===== src/common/eio_pkg.sv =====
// shared constants and carrier types for the eight-bit io port
package eio_pkg;

  localparam int PORT_WIDTH = 8;
  localparam int ADDR_WIDTH = 16;
  localparam int DATA_WIDTH = 32;

  // register indices; byte address is four times the index
  localparam logic [13:0] IDX_OUTPUT_LATCH = 14'h0009;
  localparam logic [13:0] IDX_OPEN_DRAIN = 14'h1F87;
  localparam logic [13:0] IDX_DIRECTION = 14'h1F8F;
  localparam logic [13:0] IDX_PIN_LEVEL = 14'h1F90;

  localparam logic [15:0] ADR_OUTPUT_LATCH = {IDX_OUTPUT_LATCH, 2'b00};
  localparam logic [15:0] ADR_OPEN_DRAIN = {IDX_OPEN_DRAIN, 2'b00};
  localparam logic [15:0] ADR_DIRECTION = {IDX_DIRECTION, 2'b00};
  localparam logic [15:0] ADR_PIN_LEVEL = {IDX_PIN_LEVEL, 2'b00};

  localparam logic [7:0] RST_OUTPUT_LATCH = 8'h00;
  localparam logic [7:0] RST_OPEN_DRAIN = 8'h00;
  localparam logic [7:0] RST_DIRECTION = 8'h00;
  localparam logic [31:0] RDATA_NONE = 32'h0000_0000;
  localparam logic [7:0] SYNC_RST = 8'h00;

  // direction and drive style encodings per bit
  localparam logic DIR_INPUT = 1'b0;
  localparam logic DIR_OUTPUT = 1'b1;
  localparam logic STYLE_TRISTATE = 1'b0;
  localparam logic STYLE_OPEN_DRAIN = 1'b1;

  // register selected by a bus address
  typedef enum logic [4:0] {
    SEL_NONE = 5'b00001,
    SEL_OUTPUT_LATCH = 5'b00010,
    SEL_OPEN_DRAIN = 5'b00100,
    SEL_DIRECTION = 5'b01000,
    SEL_PIN_LEVEL = 5'b10000
  } eio_sel_type;

  // per-pin drive toward the pad; oe_n low while driving
  typedef struct packed {
    logic [PORT_WIDTH-1:0] value;
    logic [PORT_WIDTH-1:0] oe_n;
  } eio_pad_out_type;

  // port configuration carried from registers to the pin logic
  typedef struct packed {
    logic [PORT_WIDTH-1:0] latch;
    logic [PORT_WIDTH-1:0] open_drain;
    logic [PORT_WIDTH-1:0] direction;
  } eio_cfg_type;

endpackage : eio_pkg


===== src/hw/eio_pin_mux.sv =====
// per-pin drive selection and read-back selection
`timescale 1ns/1ps
module eio_pin_mux (
  input wire eio_pkg::eio_cfg_type cfg_i, // latch, style, direction
  input wire logic osc_fail_rst_i, // oscillation failure reset
  input wire logic rmw_i, // read phase of read-modify-write
  input wire logic [eio_pkg::PORT_WIDTH-1:0] level_i, // synced pin levels
  output eio_pkg::eio_pad_out_type pad_o, // pad value and enable
  output logic [eio_pkg::PORT_WIDTH-1:0] read_o, // cpu read value
  output logic [eio_pkg::PORT_WIDTH-1:0] ctrl_o // peripheral control input
);
  import eio_pkg::*;

  genvar gi;
  generate
    for (gi = 0; gi < PORT_WIDTH; gi++)
    begin : g_pin
      logic push_drive;
      logic od_pull;
      logic latch_view;
      assign push_drive = (cfg_i.open_drain[gi] == STYLE_TRISTATE) &&
                          (cfg_i.direction[gi] == DIR_OUTPUT);
      // open drain only ever pulls low; a 1 leaves the pin floating
      assign od_pull = (cfg_i.open_drain[gi] == STYLE_OPEN_DRAIN) &&
                       !cfg_i.latch[gi];
      // pads released at once, no clock needed, if the oscillator died
      assign pad_o.oe_n[gi] = osc_fail_rst_i ||
                              !(push_drive || od_pull);
      // a released pad shows 0 so no stale latch leaks past the enable
      assign pad_o.value[gi] = (push_drive && !osc_fail_rst_i) ?
                               cfg_i.latch[gi] : 1'b0;
      assign latch_view = push_drive ||
                          (rmw_i && cfg_i.open_drain[gi]);
      assign read_o[gi] = latch_view ? cfg_i.latch[gi] : level_i[gi];
      assign ctrl_o[gi] = push_drive ? cfg_i.latch[gi]
                                     : level_i[gi];
    end
  endgenerate

endmodule : eio_pin_mux


===== src/hw/eio_port.sv =====
// eight-bit io port with open-drain select behind a wishbone slave
`timescale 1ns/1ps
// Operation
// Eight pins, each with a direction bit where 0 is input and 1 output.
// Reset clears the direction register so every pin starts as input.
// Reset clears all eight bits of the output latch.
// Each pin's open-drain bit selects push-pull at 0 and open drain at 1.
// Reset clears the open-drain register so every pin is push-pull.
// The oscillation failure reset releases all eight pins to high-Z.
// Push-pull input pins float and reads and control see the pin level.
// Push-pull output pins drive the latch and reads see the latch.
// Open-drain pins pull low on latch 0, float on 1, reads see the pin.
// An open-drain pin returns its latch in a read-modify-write read.
// Each pin is separate input, output value and output enable signals.
module eio_port (
  input wire logic clk_i, // system clock, 50 MHz
  input wire logic rst_i, // synchronous reset, high
  input wire logic cyc_i, // wishbone cycle
  input wire logic stb_i, // wishbone strobe
  input wire logic we_i, // wishbone write enable
  input wire logic lock_i, // marks the read of a read-modify-write
  input wire logic [eio_pkg::ADDR_WIDTH-1:0] adr_i, // wishbone byte address
  input wire logic [3:0] sel_i, // wishbone byte selects
  input wire logic [eio_pkg::DATA_WIDTH-1:0] dat_i, // wishbone write data
  output logic [eio_pkg::DATA_WIDTH-1:0] dat_o, // wishbone read data
  output logic ack_o, // wishbone acknowledge
  input wire logic osc_fail_rst_i, // oscillation failure reset, high
  input wire logic [eio_pkg::PORT_WIDTH-1:0] pin_i, // pad input levels
  output logic [eio_pkg::PORT_WIDTH-1:0] pin_o, // pad output values
  output logic [eio_pkg::PORT_WIDTH-1:0] pin_oe_n_o, // pad enable, low drives
  output logic [eio_pkg::PORT_WIDTH-1:0] ctrl_in_o // peripheral control input
);
  import eio_pkg::*;

  typedef struct packed {
    eio_cfg_type cfg;
    logic ack;
    logic [DATA_WIDTH-1:0] rdata;
  } eio_state_type;

  eio_state_type state;
  eio_state_type next_state;

  logic [PORT_WIDTH-1:0] level;
  logic [PORT_WIDTH-1:0] read_view;
  logic [PORT_WIDTH-1:0] raw_read_view;
  eio_pad_out_type pad;
  eio_sel_type sel;
  logic req;

  // address decode shared by the read and write paths
  function automatic eio_sel_type decode_sel(
    input logic [ADDR_WIDTH-1:0] adr
  );
    eio_sel_type s;
    s = SEL_NONE;
    case (adr)
      ADR_OUTPUT_LATCH: s = SEL_OUTPUT_LATCH;
      ADR_OPEN_DRAIN: s = SEL_OPEN_DRAIN;
      ADR_DIRECTION: s = SEL_DIRECTION;
      ADR_PIN_LEVEL: s = SEL_PIN_LEVEL;
      default: s = SEL_NONE;
    endcase
    return s;
  endfunction : decode_sel

  eio_sync u_sync (
    .clk_i(clk_i),
    .rst_i(rst_i),
    .async_i(pin_i),
    .sync_o(level)
  );

  eio_pin_mux u_mux (
    .cfg_i(state.cfg),
    .osc_fail_rst_i(osc_fail_rst_i),
    .rmw_i(lock_i),
    .level_i(level),
    .pad_o(pad),
    .read_o(read_view),
    .ctrl_o(ctrl_in_o)
  );

  // plain pin readback ignores the lock marker
  eio_pin_mux u_raw (
    .cfg_i(state.cfg),
    .osc_fail_rst_i(osc_fail_rst_i),
    .rmw_i(1'b0),
    .level_i(level),
    .pad_o(),
    .read_o(raw_read_view),
    .ctrl_o()
  );

  assign sel = decode_sel(adr_i);
  // one ack per request; ack drops the cycle after it is given
  assign req = cyc_i && stb_i && !state.ack;

  always_comb
  begin
    next_state = state;
    next_state.ack = req;
    next_state.rdata = RDATA_NONE;
    if (req && !we_i)
    begin
      case (sel)
        SEL_OUTPUT_LATCH: next_state.rdata[7:0] = read_view;
        SEL_OPEN_DRAIN: next_state.rdata[7:0] = state.cfg.open_drain;
        SEL_DIRECTION: next_state.rdata[7:0] = state.cfg.direction;
        SEL_PIN_LEVEL: next_state.rdata[7:0] = raw_read_view;
        SEL_NONE: next_state.rdata = RDATA_NONE;
        default: next_state.rdata = RDATA_NONE;
      endcase
    end
    // writes land on the ack edge; only lane 0 carries data
    if (req && we_i && sel_i[0])
    begin
      case (sel)
        SEL_OUTPUT_LATCH: next_state.cfg.latch = dat_i[7:0];
        SEL_OPEN_DRAIN: next_state.cfg.open_drain = dat_i[7:0];
        SEL_DIRECTION: next_state.cfg.direction = dat_i[7:0];
        SEL_PIN_LEVEL: next_state.cfg = state.cfg;
        SEL_NONE: next_state.cfg = state.cfg;
        default: next_state.cfg = state.cfg;
      endcase
    end
    if (rst_i)
    begin
      next_state.cfg.direction = RST_DIRECTION;
      next_state.cfg.latch = RST_OUTPUT_LATCH;
      next_state.cfg.open_drain = RST_OPEN_DRAIN;
      next_state.ack = 1'b0;
      next_state.rdata = RDATA_NONE;
    end
  end

  always_ff @(posedge clk_i)
  begin
    state <= next_state;
  end

  assign dat_o = state.rdata;
  assign ack_o = state.ack;
  assign pin_o = pad.value;
  assign pin_oe_n_o = pad.oe_n;

endmodule : eio_port


===== src/hw/eio_sync.sv =====
// two-stage synchroniser for the eight pad inputs
`timescale 1ns/1ps
module eio_sync (
  input wire logic clk_i, // system clock
  input wire logic rst_i, // synchronous reset, high
  input wire logic [eio_pkg::PORT_WIDTH-1:0] async_i, // raw pad levels
  output logic [eio_pkg::PORT_WIDTH-1:0] sync_o // synchronised levels
);
  import eio_pkg::*;

  typedef struct packed {
    logic [PORT_WIDTH-1:0] meta;
    logic [PORT_WIDTH-1:0] stable;
  } eio_sync_state_type;

  eio_sync_state_type state;
  eio_sync_state_type next_state;

  // first stage feeds only the second stage
  always_comb
  begin
    next_state.meta = async_i;
    next_state.stable = state.meta;
    if (rst_i)
    begin
      next_state.meta = SYNC_RST;
      next_state.stable = SYNC_RST;
    end
  end

  always_ff @(posedge clk_i)
  begin
    state <= next_state;
  end

  assign sync_o = state.stable;

endmodule : eio_sync


===== config.mk =====
export PLATFORM = sky130hd
export DESIGN_NAME = eio_port
export DESIGN_NICKNAME = d
export VERILOG_FILES = /design/src/common/eio_pkg.sv /design/src/hw/eio_pin_mux.sv /design/src/hw/eio_port.sv /design/src/hw/eio_sync.sv
export SDC_FILE = /design/constraint.sdc
export NUM_CORES = 1
export LEC_CHECK = 0
export BUFFER_PORTS_ARGS = -buffer_cell sky130_fd_sc_hd__buf_2
export CAP_MARGIN = 30
export CORE_MARGIN = 2
export CORE_UTILIZATION = 35
export DETAILED_ROUTE_END_ITERATION = 10
export HOLD_SLACK_MARGIN = 0.02
export PLACE_DENSITY = 0.58
export SYNTH_ARGS = -nofsm -noshare
export SYNTH_HDL_FRONTEND = slang
export SYNTH_HIERARCHICAL = 1
export SYNTH_SLANG_ARGS = --single-unit

===== constraint.sdc =====
create_clock -name clk_i -period 2.3 [get_ports clk_i]
set_input_delay 0.46 -clock clk_i [delete_from_list [all_inputs] [get_ports clk_i]]
set_output_delay 0.46 -clock clk_i [all_outputs]
set_load 0.005 [all_outputs]

# Word-level counts from Yosys, hierarchy flattened
# Index checks and enable logic that the tools add are counted.
dict set report word_totals {
  input_bits 67
  ramBits 0
  regBits 73
  latchBits 0
  out_inout_bits 57
  wordCells 135
  memories 0
  mem_bits_ro 0
}
dict set report op_classes {
  n_bitwise 9
  div 0
  n_shift 0
  mux 26
  order_cmp 0
  n_reduce_logical 84
  addsub 0
  eq_ne 8
  mul 0
}
# cell count
set op_table {}
lappend op_table {{$eq A16 B15 Y1 const B} 3}
lappend op_table {{$logic_and A1 B1 Y1} 37}
lappend op_table {{$pmux W8 S4} 1}
lappend op_table {{$logic_or A1 B1 Y1} 24}
lappend op_table {{$mux W1} 24}
lappend op_table {{$pmux W5 S4} 1}
lappend op_table {{$logic_not A1 Y1} 19}
lappend op_table {{$eq A16 B6 Y1 const B} 1}
lappend op_table {{$not A1 Y1} 9}
lappend op_table {{$reduce_and A2 Y1} 3}
lappend op_table {{$eq A5 B2 Y1 const B} 1}
lappend op_table {{$eq A5 B3 Y1 const B} 1}
lappend op_table {{$eq A5 B4 Y1 const B} 1}
lappend op_table {{$eq A5 B5 Y1 const B} 1}
lappend op_table {{$reduce_or A2 Y1} 1}

# Depth between registers and ports, before layout
# Gate-level depths: netlist of the first run.
dict set report logic_depth {
  depth_word 5
  ltp_mapped 6
  ltp_nobuf 4
}

# By module
# The synthesis of the first run kept the hierarchy.
# module cells_each seq_area_each_um2 n_inst area_per_inst_um2
set by_module_without_submodules {}
lappend by_module_without_submodules {eio_port 201 660.6 1 1815.5}
lappend by_module_without_submodules {eio_pin_mux 59 0.0 2 491.7}
lappend by_module_without_submodules {eio_sync 41 320.3 1 524.3}

# Least setup slack after synthesis of the first run
# No wires, ideal clock.
dict set report synth_path {
  path_type {in2reg}
  start {input adr_i[1] (netlist bit)}
  end {register state[49] (netlist bit)}
  slack_ps 203
  setup_ps 132
  stages 6
  path_buffers 2
  t_required_ps 2168
  arrival_ps 1965
  cell_sequence {or4b_4 > buf_6 > or4_1 > buf_2 > o21ai_1 > a21oi_1}
}
dict set report synth_between {
  elab_chain_len 4
  elab_cells_between_ends 7
  cone_classes {5 x eq/ne; 1 x mux; 1 x reduce/logical}
}
# element line_no
set synth_lines {}
lappend synth_lines {{from (decl)} eio_port.sv:22} ;# input wire logic [eio_pkg::ADDR_WIDTH-1:0] adr_i,
lappend synth_lines {{$eq A16 B15 Y1 / $eq A16 B6 Y1 (equally long branches)} eio_port.sv:57} ;# case (adr)
lappend synth_lines {{$pmux W5 S4 *} eio_port.sv:57}
lappend synth_lines {{$eq A5 B2 Y1 *} eio_port.sv:118} ;# case (sel)
lappend synth_lines {{$reduce_and A2 Y1 (no line) *} --}
lappend synth_lines {{to (signal assigned)} eio_port.sv:139} ;# state <= next_state;
lappend synth_lines {{to (decl)} eio_port.sv:41} ;# eio_state_type state;
# Mark *: on every way between the ends. The rest lies on a longest branch, timed or not.
# A chain may end at the register's enable or synchronous reset.

# Worst setup path in the final report of the first run
dict set report layout_path {
  start {input adr_i[4] (netlist bit)}
  end {register state[52] (netlist bit)}
}
# The elaborated chain is that of the path after synthesis.

==> flow_summary.yaml, run 1 <==
setup_path:
  worst_r2r_endpoint: "dat_o[1]"
  crit_fanout: 8
  worst_path_max_delay_cell: "or4_1"
  rr_worst_depth: 4
  crit_chain: "buf_2, or4_1, or4_1, buf_4, o21ai_1, a21oi_1"
  crit_top_cell: "or4_1"
  startpoint_type: "primary input"
  r2r-start: "state[42]"
  slowest_delay_ps: 600
  crit_required_ps: 2480
  rrSetupSlack_ps: 770
  endpoint_kind: "register"
  crit_arrival_ps: 2100
  cp_top_family: "simple AND/OR/NAND/NOR gates"
  critPathKind: "primary input to register"
  crit_buf_inv: 2
grt:
  grt_max_degree: 27
  antenna_found_initial: 0
  grt_pass1_wl_um: 11650
  grt_usage: 0.1524
  grt_overflow: 0
  grt_pass1_vias: 2275
layout:
  fin_area_um2: 3415
  diodes: 0
  nets: 448
  fillers: 851
  final_layout_size_suffix_gt1_frac: 0.3570
  seq_area_um2: 980.9
  multiInputGateArea_um2: 1713
  stdcell_count: 486
  syn2layout_area_growth_pct: 13.57
die:
  die_x_um: 96.69
  ioPinCount: 124
  initial_core_util: 0.3641
  core_area_um2: 8258
  num_rows: 33
  die_height_um: 96.69
  fp.dieArea_um2: 9348
sta:
  fmax_mhz: 519.6
  slew_headroom: 0.4079
  setup_viol: 0
  tns_ps: 0
  slew_violations: 0
  skew_ps: 4.630
  finalHoldViolCount: 0
  rsz0062_at_grt: "false"
  whs_ps: 363.7
  fin_crit_ps: 1924
  tightest_slew_ps: 885.1
  finalCritPeriodShare: 0.8367
power_and_ir_drop:
  pwr_density_cell_nw_per_um2: 440.6
  p_total_mw: 1.504
  vdd_drop_max_v: 0.0002134
  power_leakage_nw: 1.314
place:
  hpwl_um: 5287
  placed_cell_area_um2: 3328
  port_buffers: 72
  gp_congestion: 0.7578
  dp.cells: 479
detailed_routing:
  drcViolationCount: 0
  drt_iter0_markers: 122
  ant_nets: 0
  via_per_inst: 4.947
  wl_um: 7183
  wire_per_inst_um: 14.78
  vias: 2404
  drtPass1Iterations: 6
clock_tree:
  cts_resized: 0
  h-tree-depth: 2
  clk_latency_ps: 300
  root_buffer: "clkbuf_8"
  cts.sinks: 49
  clk_pin_slew_ps: 80
  cts_buffers: 5
  cts_hold_buffers: 0
  tritoncts: "yes"
  postCtsSetupRepairBufs: 0
  cts_buffer_depth: 2
synthesis:
  synth_area_um2: 3007
  netlist_instances: 318
  ys_warn_count: 6
  syn_avg_cell_area_um2: 9.455
status:
  status: "finished, final reports clean"
flow_run:
  maxCapViolCount: 0
worst_hold_path:
  hold-path-endpoint: "u_sync/state[9]"
  worstHoldStart: "pin_i[1]"
  whs_path_depth: 2
  hold_path.class: "primary input to register"
-- power breakdown --
| part | internal (mW) | switching (mW) |
|---|---|---|
| logic | 0.0598 | 0.0762 |
| registers | 0.861 | 0.00623 |
| clock network | 0.239 | 0.262 |
-- sequential cells by signal, indices dropped and copies added, names as in the netlist --
name           flops
u_sync/sync_o      8
ack_o              1
u_sync/state       8
state             24
dat_o              8
-- per-stage QoR --
step / setup slack [ps] / utilization
floorplan: 202.7 / -
global placement: 78.20 / 0.4030
detailed placement: 63.12 / 0.4030
CTS: 383.6 / 0.4135
global route: 282.4 / 0.4135
finish: 375.5 / 0.4135
-- cells in the final DEF (no fill, tap or decap), types with 2 or more instances in the layout --
cell	n
a21oi_1	24
nor4_2	2
clkbuf_8	6
nor2b_1	3
conb_1	25
o21ai_1	24
a21oi_2	8
nor4_4	4
mux2_2	2
nand2b_1	8
or4_1	5
buf_2	72
nor2b_2	7
a22oi_1	16
buf_4	19
dfxtp_1	49
nor3b_1	8
a211o_1	3
nand3_1	25
mux2_1	22
a211o_2	5
nor2_1	9
and2b_2	6
mux2i_1	16
-- worst max path at each step --
| stage | endpoint | cells past startpoint | start |
|---|---|---|---|
| floorplan | state[49] | 6 | adr_i[1] |
| global placement | state[49] | 6 | adr_i[4] |
| detailed placement | state[52] | 6 | adr_i[4] |
| CTS | state[52] | 6 | adr_i[4] |
| global route | state[52] | 6 | adr_i[4] |
| finish | state[52] | 6 | adr_i[4] |
-- layer usage --
| layer | up-vias | track usage | part of all wire |
|---|---|---|---|
| met5 | - | 0 | 0 |
| met4 | 0 | 0.03900 | 0.011 |
| li1 | 1228 | - | - |
| met2 | 80 | 0.2527 | 0.49 |
| met1 | 1090 | 0.1993 | 0.43 |
| met3 | 6 | 0.03685 | 0.063 |
-- layout make-up --
type / instances / share of cell area
Clock buffer: 7 / 0.02528
Multi-Input combinational cell: 234 / 0.5016
Sequential cell: 49 / 0.2873
Tap cell: 105 / 0.03848
Timing Repair Buffer: 91 / 0.1473
-- worst reg2reg max path, delay by kind of cell, from the launching register on --
family	cells	cell delay (ps)
flops	1	480
mux	2	590
compound gates	2	310
Power figures use the tool's default switching activity.
==> run 2: changes to the inputs <==
Clock period 2.3 ns to 1.82 ns, I/O delays scaled along.
==> flow_summary.yaml, run 2 (same netlist as run 1, synthesis figures left out) <==
worst_hold_path:
  whs_path_depth: 2
  worstHoldStart: "pin_i[1]"
  hold_path.class: "primary input to register"
  hold-path-endpoint: "u_sync/state[9]"
sta:
  worst_slack_ps: 58.26
  tns_ps: 0
  skew_ps: 8.087
  finalHoldViolCount: 0
  whs_ps: 274.3
  setup_viol: 0
  fmax_mhz: 567.6
  rsz0062_at_grt: "false"
  fin_crit_ps: 1762
  finalCritPeriodShare: 0.9680
  slew_violations: 0
grt:
  grt_pass1_wl_um: 12320
  grt_overflow: 0
  grt_pass1_vias: 2454
  grt_usage: 0.1586
  grt_max_degree: 42
  antenna_found_initial: 0
layout:
  final_layout_size_suffix_gt1_frac: 0.3974
  layout_common_cells: "buf_2 (72), dfxtp_1 (42), buf_4 (27), nand3_1 (25), conb_1 (25)"
  regMostFlops: "state"
  syn2layout_area_growth_pct: 16.69
  nets: 456
  diodes: 0
  largest_reg_flops: 24
  fin_area_um2: 3508
  stdcell_count: 495
  layout_commonest_cell: "buf_2"
  final_util: 0.4248
die:
  core_area_um2: 8258
  die_height_um: 96.69
  fp.dieArea_um2: 9348
  ioPinCount: 124
  num_rows: 33
  initial_core_util: 0.3641
  die_x_um: 96.69
detailed_routing:
  via_per_inst: 5.022
  ant_nets: 0
  vias: 2486
  drt_iter0_markers: 134
  drtPass1Iterations: 4
  drcViolationCount: 0
  wl_um: 7481
  wire_per_inst_um: 15.11
setup_path:
  critPathKind: "primary input to register"
  crit_fanout: 8
  startpoint_type: "primary input"
  endpoint_kind: "register"
  rrSetupSlack_ps: 390
  crit_required_ps: 1980
  worst_r2r_endpoint: "dat_o[3]"
  crit_arrival_ps: 1930
  r2r-start: "state[44]"
  rr_worst_depth: 4
flow_run:
  maxCapViolCount: 0
clock_tree:
  cts_buffer_depth: 2
  clk_latency_ps: 290
  root_buffer: "clkbuf_8"
  cts_buffers: 5
  tritoncts: "yes"
  clk_pin_slew_ps: 80
  h-tree-depth: 2
  cts.sinks: 49
power_and_ir_drop:
  vdd_drop_max_v: 0.0003110
  p_total_mw: 1.901
  power_leakage_nw: 1.373
  pwr_density_cell_nw_per_um2: 541.8
place:
  placed_cell_area_um2: 3420
  dp_slack_ps: -246.0
  gp_congestion: 0.7836
  port_buffers: 72
  dp.cells: 487
  hpwl_um: 5390
status:
  status: "finished, final reports clean"
run 2: changes by cell type in the layout (fill, tap and decap cells not counted), sizes merged:
| cell | change |
|---|---|
| buf | +8 |
| clkbuf | +1 |
run 2: critical path, cell delays in order:
cell and delay, ps:
buf_2 110, or4b_4 570, or4_4 650, o21ai_1 160
a21oi_1 80
run 2: power breakdown:
group | internal [mW] | switching [mW] | leakage [nW]
clock network | 0.274 | 0.346 | 0.0395
registers | 1.09 | 0.00852 | 0.402
logic | 0.0825 | 0.102 | 0.932
total | 1.44 | 0.456 | 1.37
run 2: how the worst max path moves through the flow:
| stage | startpoint | endpoint | slack [ps] | cells past startpoint |
|---|---|---|---|---|
| global route | adr_i[1] | state[37] | 10 | 5 |
| floorplan | adr_i[1] | state[38] | -120 | 6 |
| finish | adr_i[6] | state[52] | 60 | 5 |
| detailed placement | adr_i[1] | state[38] | -250 | 5 |
| CTS | state[46] | ctrl_in_o[5] | 20 | 3 |
| global placement | adr_i[9] | state[49] | -220 | 5 |
run 2: layer usage:
metal	up-vias	share of wire	GRT usage
met5	-	0	0
met4	0	0.0045	0.02709
met3	4	0.049	0.02890
met2	72	0.48	0.2634
met1	1168	0.47	0.2186
li1	1242	-	-
run 2: repair_timing:
item,4_1_cts,5_1_grt
setup endpoints to repair,0,10
hold buffers,0,0
setup buffers,0,0
gates resized for setup,0,7
run 2: cell type report:
cell class / instances / area, um^2
fill: 816 / 4750
multi-input combinational: 234 / 1744
sequential: 49 / 989.7
timing repair buffer: 99 / 563.0
clock buffer: 8 / 80.08
tap: 105 / 131.4
==> run 3: changes to the inputs <==
Settings changed: RECOVER_POWER from default to 25.
==> flow_summary.yaml, run 3 (same netlist as run 1, synthesis figures left out) <==
clock_tree:
  postCtsSetupRepairBufs: 0
  cts_buffers: 5
  clk_pin_slew_ps: 80
  cts_hold_buffers: 0
  h-tree-depth: 2
  root_buffer: "clkbuf_8"
  cts.sinks: 49
  cts_buffer_depth: 2
  clk_latency_ps: 290
  tritoncts: "yes"
  cts_resized: 0
sta:
  finalCritPeriodShare: 0.9676
  fin_crit_ps: 1761
  finalHoldViolCount: 0
  worst_slack_ps: 59.04
  slew_violations: 0
  skew_ps: 7.175
  whs_ps: 277.5
  setup_viol: 0
  fmax_mhz: 567.9
  rsz0062_at_grt: "false"
layout:
  fin_area_um2: 3502
  fillers: 818
  final_layout_size_suffix_gt1_frac: 0.3897
  largest_reg_flops: 24
  syn2layout_area_growth_pct: 16.48
  diodes: 0
  nets: 456
  layout_commonest_cell: "buf_2"
  regMostFlops: "state"
  final_util: 0.4241
  layout_common_cells: "buf_2 (71), dfxtp_1 (42), buf_4 (27), nand3_1 (25), conb_1 (25)"
detailed_routing:
  drt_iter0_markers: 140
  drcViolationCount: 0
  wire_per_inst_um: 15.16
  via_per_inst: 5.038
  drtPass1Iterations: 4
  ant_nets: 0
  wl_um: 7506
  vias: 2494
die:
  die_height_um: 96.69
  num_rows: 33
  fp.dieArea_um2: 9348
  core_area_um2: 8258
  die_x_um: 96.69
  ioPinCount: 124
  initial_core_util: 0.3641
power_and_ir_drop:
  p_total_mw: 1.898
  pwr-share-seq: 0.578
  swShare: 0.2392
  combinationalPowerShare: 0.096
  p_switching_uw: 454.1
  p_clk_frac: 0.326
  vdd_drop_max_v: 0.0003115
  pwr_density_cell_nw_per_um2: 542.0
  power_leakage_nw: 1.370
  power.internal_mw: 1.444
setup_path:
  rr_worst_depth: 4
  worst_r2r_endpoint: "dat_o[3]"
  rrSetupSlack_ps: 390
  critPathKind: "primary input to register"
  crit_arrival_ps: 1920
  startpoint_type: "primary input"
  setup.worst_path.end: "state[52]"
  r2r-start: "state[44]"
  startpoint: "adr_i[6]"
  crit_fanout: 8
  crit_required_ps: 1980
  endpoint_kind: "register"
grt:
  grt_usage: 0.1586
  grt_pass1_vias: 2454
  grt_pass1_wl_um: 12320
  antenna_found_initial: 0
  grt_overflow: 0
  grt_max_degree: 42
place:
  gp_congestion: 0.7836
  dp_slack_ps: -246.0
  port_buffers: 72
  hpwl_um: 5390
  placed_cell_area_um2: 3420
flow_run:
  maxCapViolCount: 0
worst_hold_path:
  hold_path.class: "primary input to register"
  worstHoldStart: "pin_i[1]"
status:
  status: "finished, final reports clean"
-- run 3: cell types whose count changed in the layout (fill, tap and decap cells not counted), sizes merged --
cell and change:
buf -1, clkbuf +1
-- run 3: worst max-delay path, cell delays in order --
cell and delay (ps):
buf_2 110, or4b_4 570, or4_4 650, o21ai_1 160
a21oi_1 80
-- run 3: cell type report --
type	count	area [um^2]	area share
clock buffer	8	80.08	0.02287
tap	105	131.4	0.03751
timing repair buffer	99	561.8	0.1604
sequential	49	989.7	0.2826
multi-input combinational	234	1739	0.4966
-- run 3: per-layer routing --
metal  GRT usage  routed length [um]  vias to the layer above  share of wire
met5           0                   0                        -              0
met4     0.02709                  34                        0         0.0045
met3     0.02890                 391                        4          0.052
met2      0.2634                3590                       73           0.48
met1      0.2186                3491                     1174           0.47
li1            -                   -                     1243              -
-- run 3: worst min path at each step --
stage          depth (start not counted)          endpoint  slack [ps]
6_report                               2   u_sync/state[9]         280
5_1_grt                                2  u_sync/state[11]         280
4_1_cts                                2   u_sync/state[9]         270
3_5_place_dp                           1  u_sync/sync_o[5]         430
3_3_place_gp                           1  u_sync/sync_o[1]         430
2_1_floorplan                          1  u_sync/sync_o[3]         410
-- run 3: power by group through the flow --
stage / combinational [mW] / clock (mW) / sequential [mW]
2_1_floorplan: 0.146 / 0 / 1.12
5_1_grt: 0.203 / 0.678 / 1.10
6_report: 0.183 / 0.619 / 1.10
4_1_cts: 0.183 / 0.641 / 1.10
3_3_place_gp: 0.179 / 0 / 1.12
3_5_place_dp: 0.182 / 0 / 1.12
-- run 3: metrics by stage --
step,cells,TNS (ps)
finish,495,0
global route,495,0
CTS,495,0
detailed placement,487,-6168
global placement,487,-5452
floorplan,342,-1807
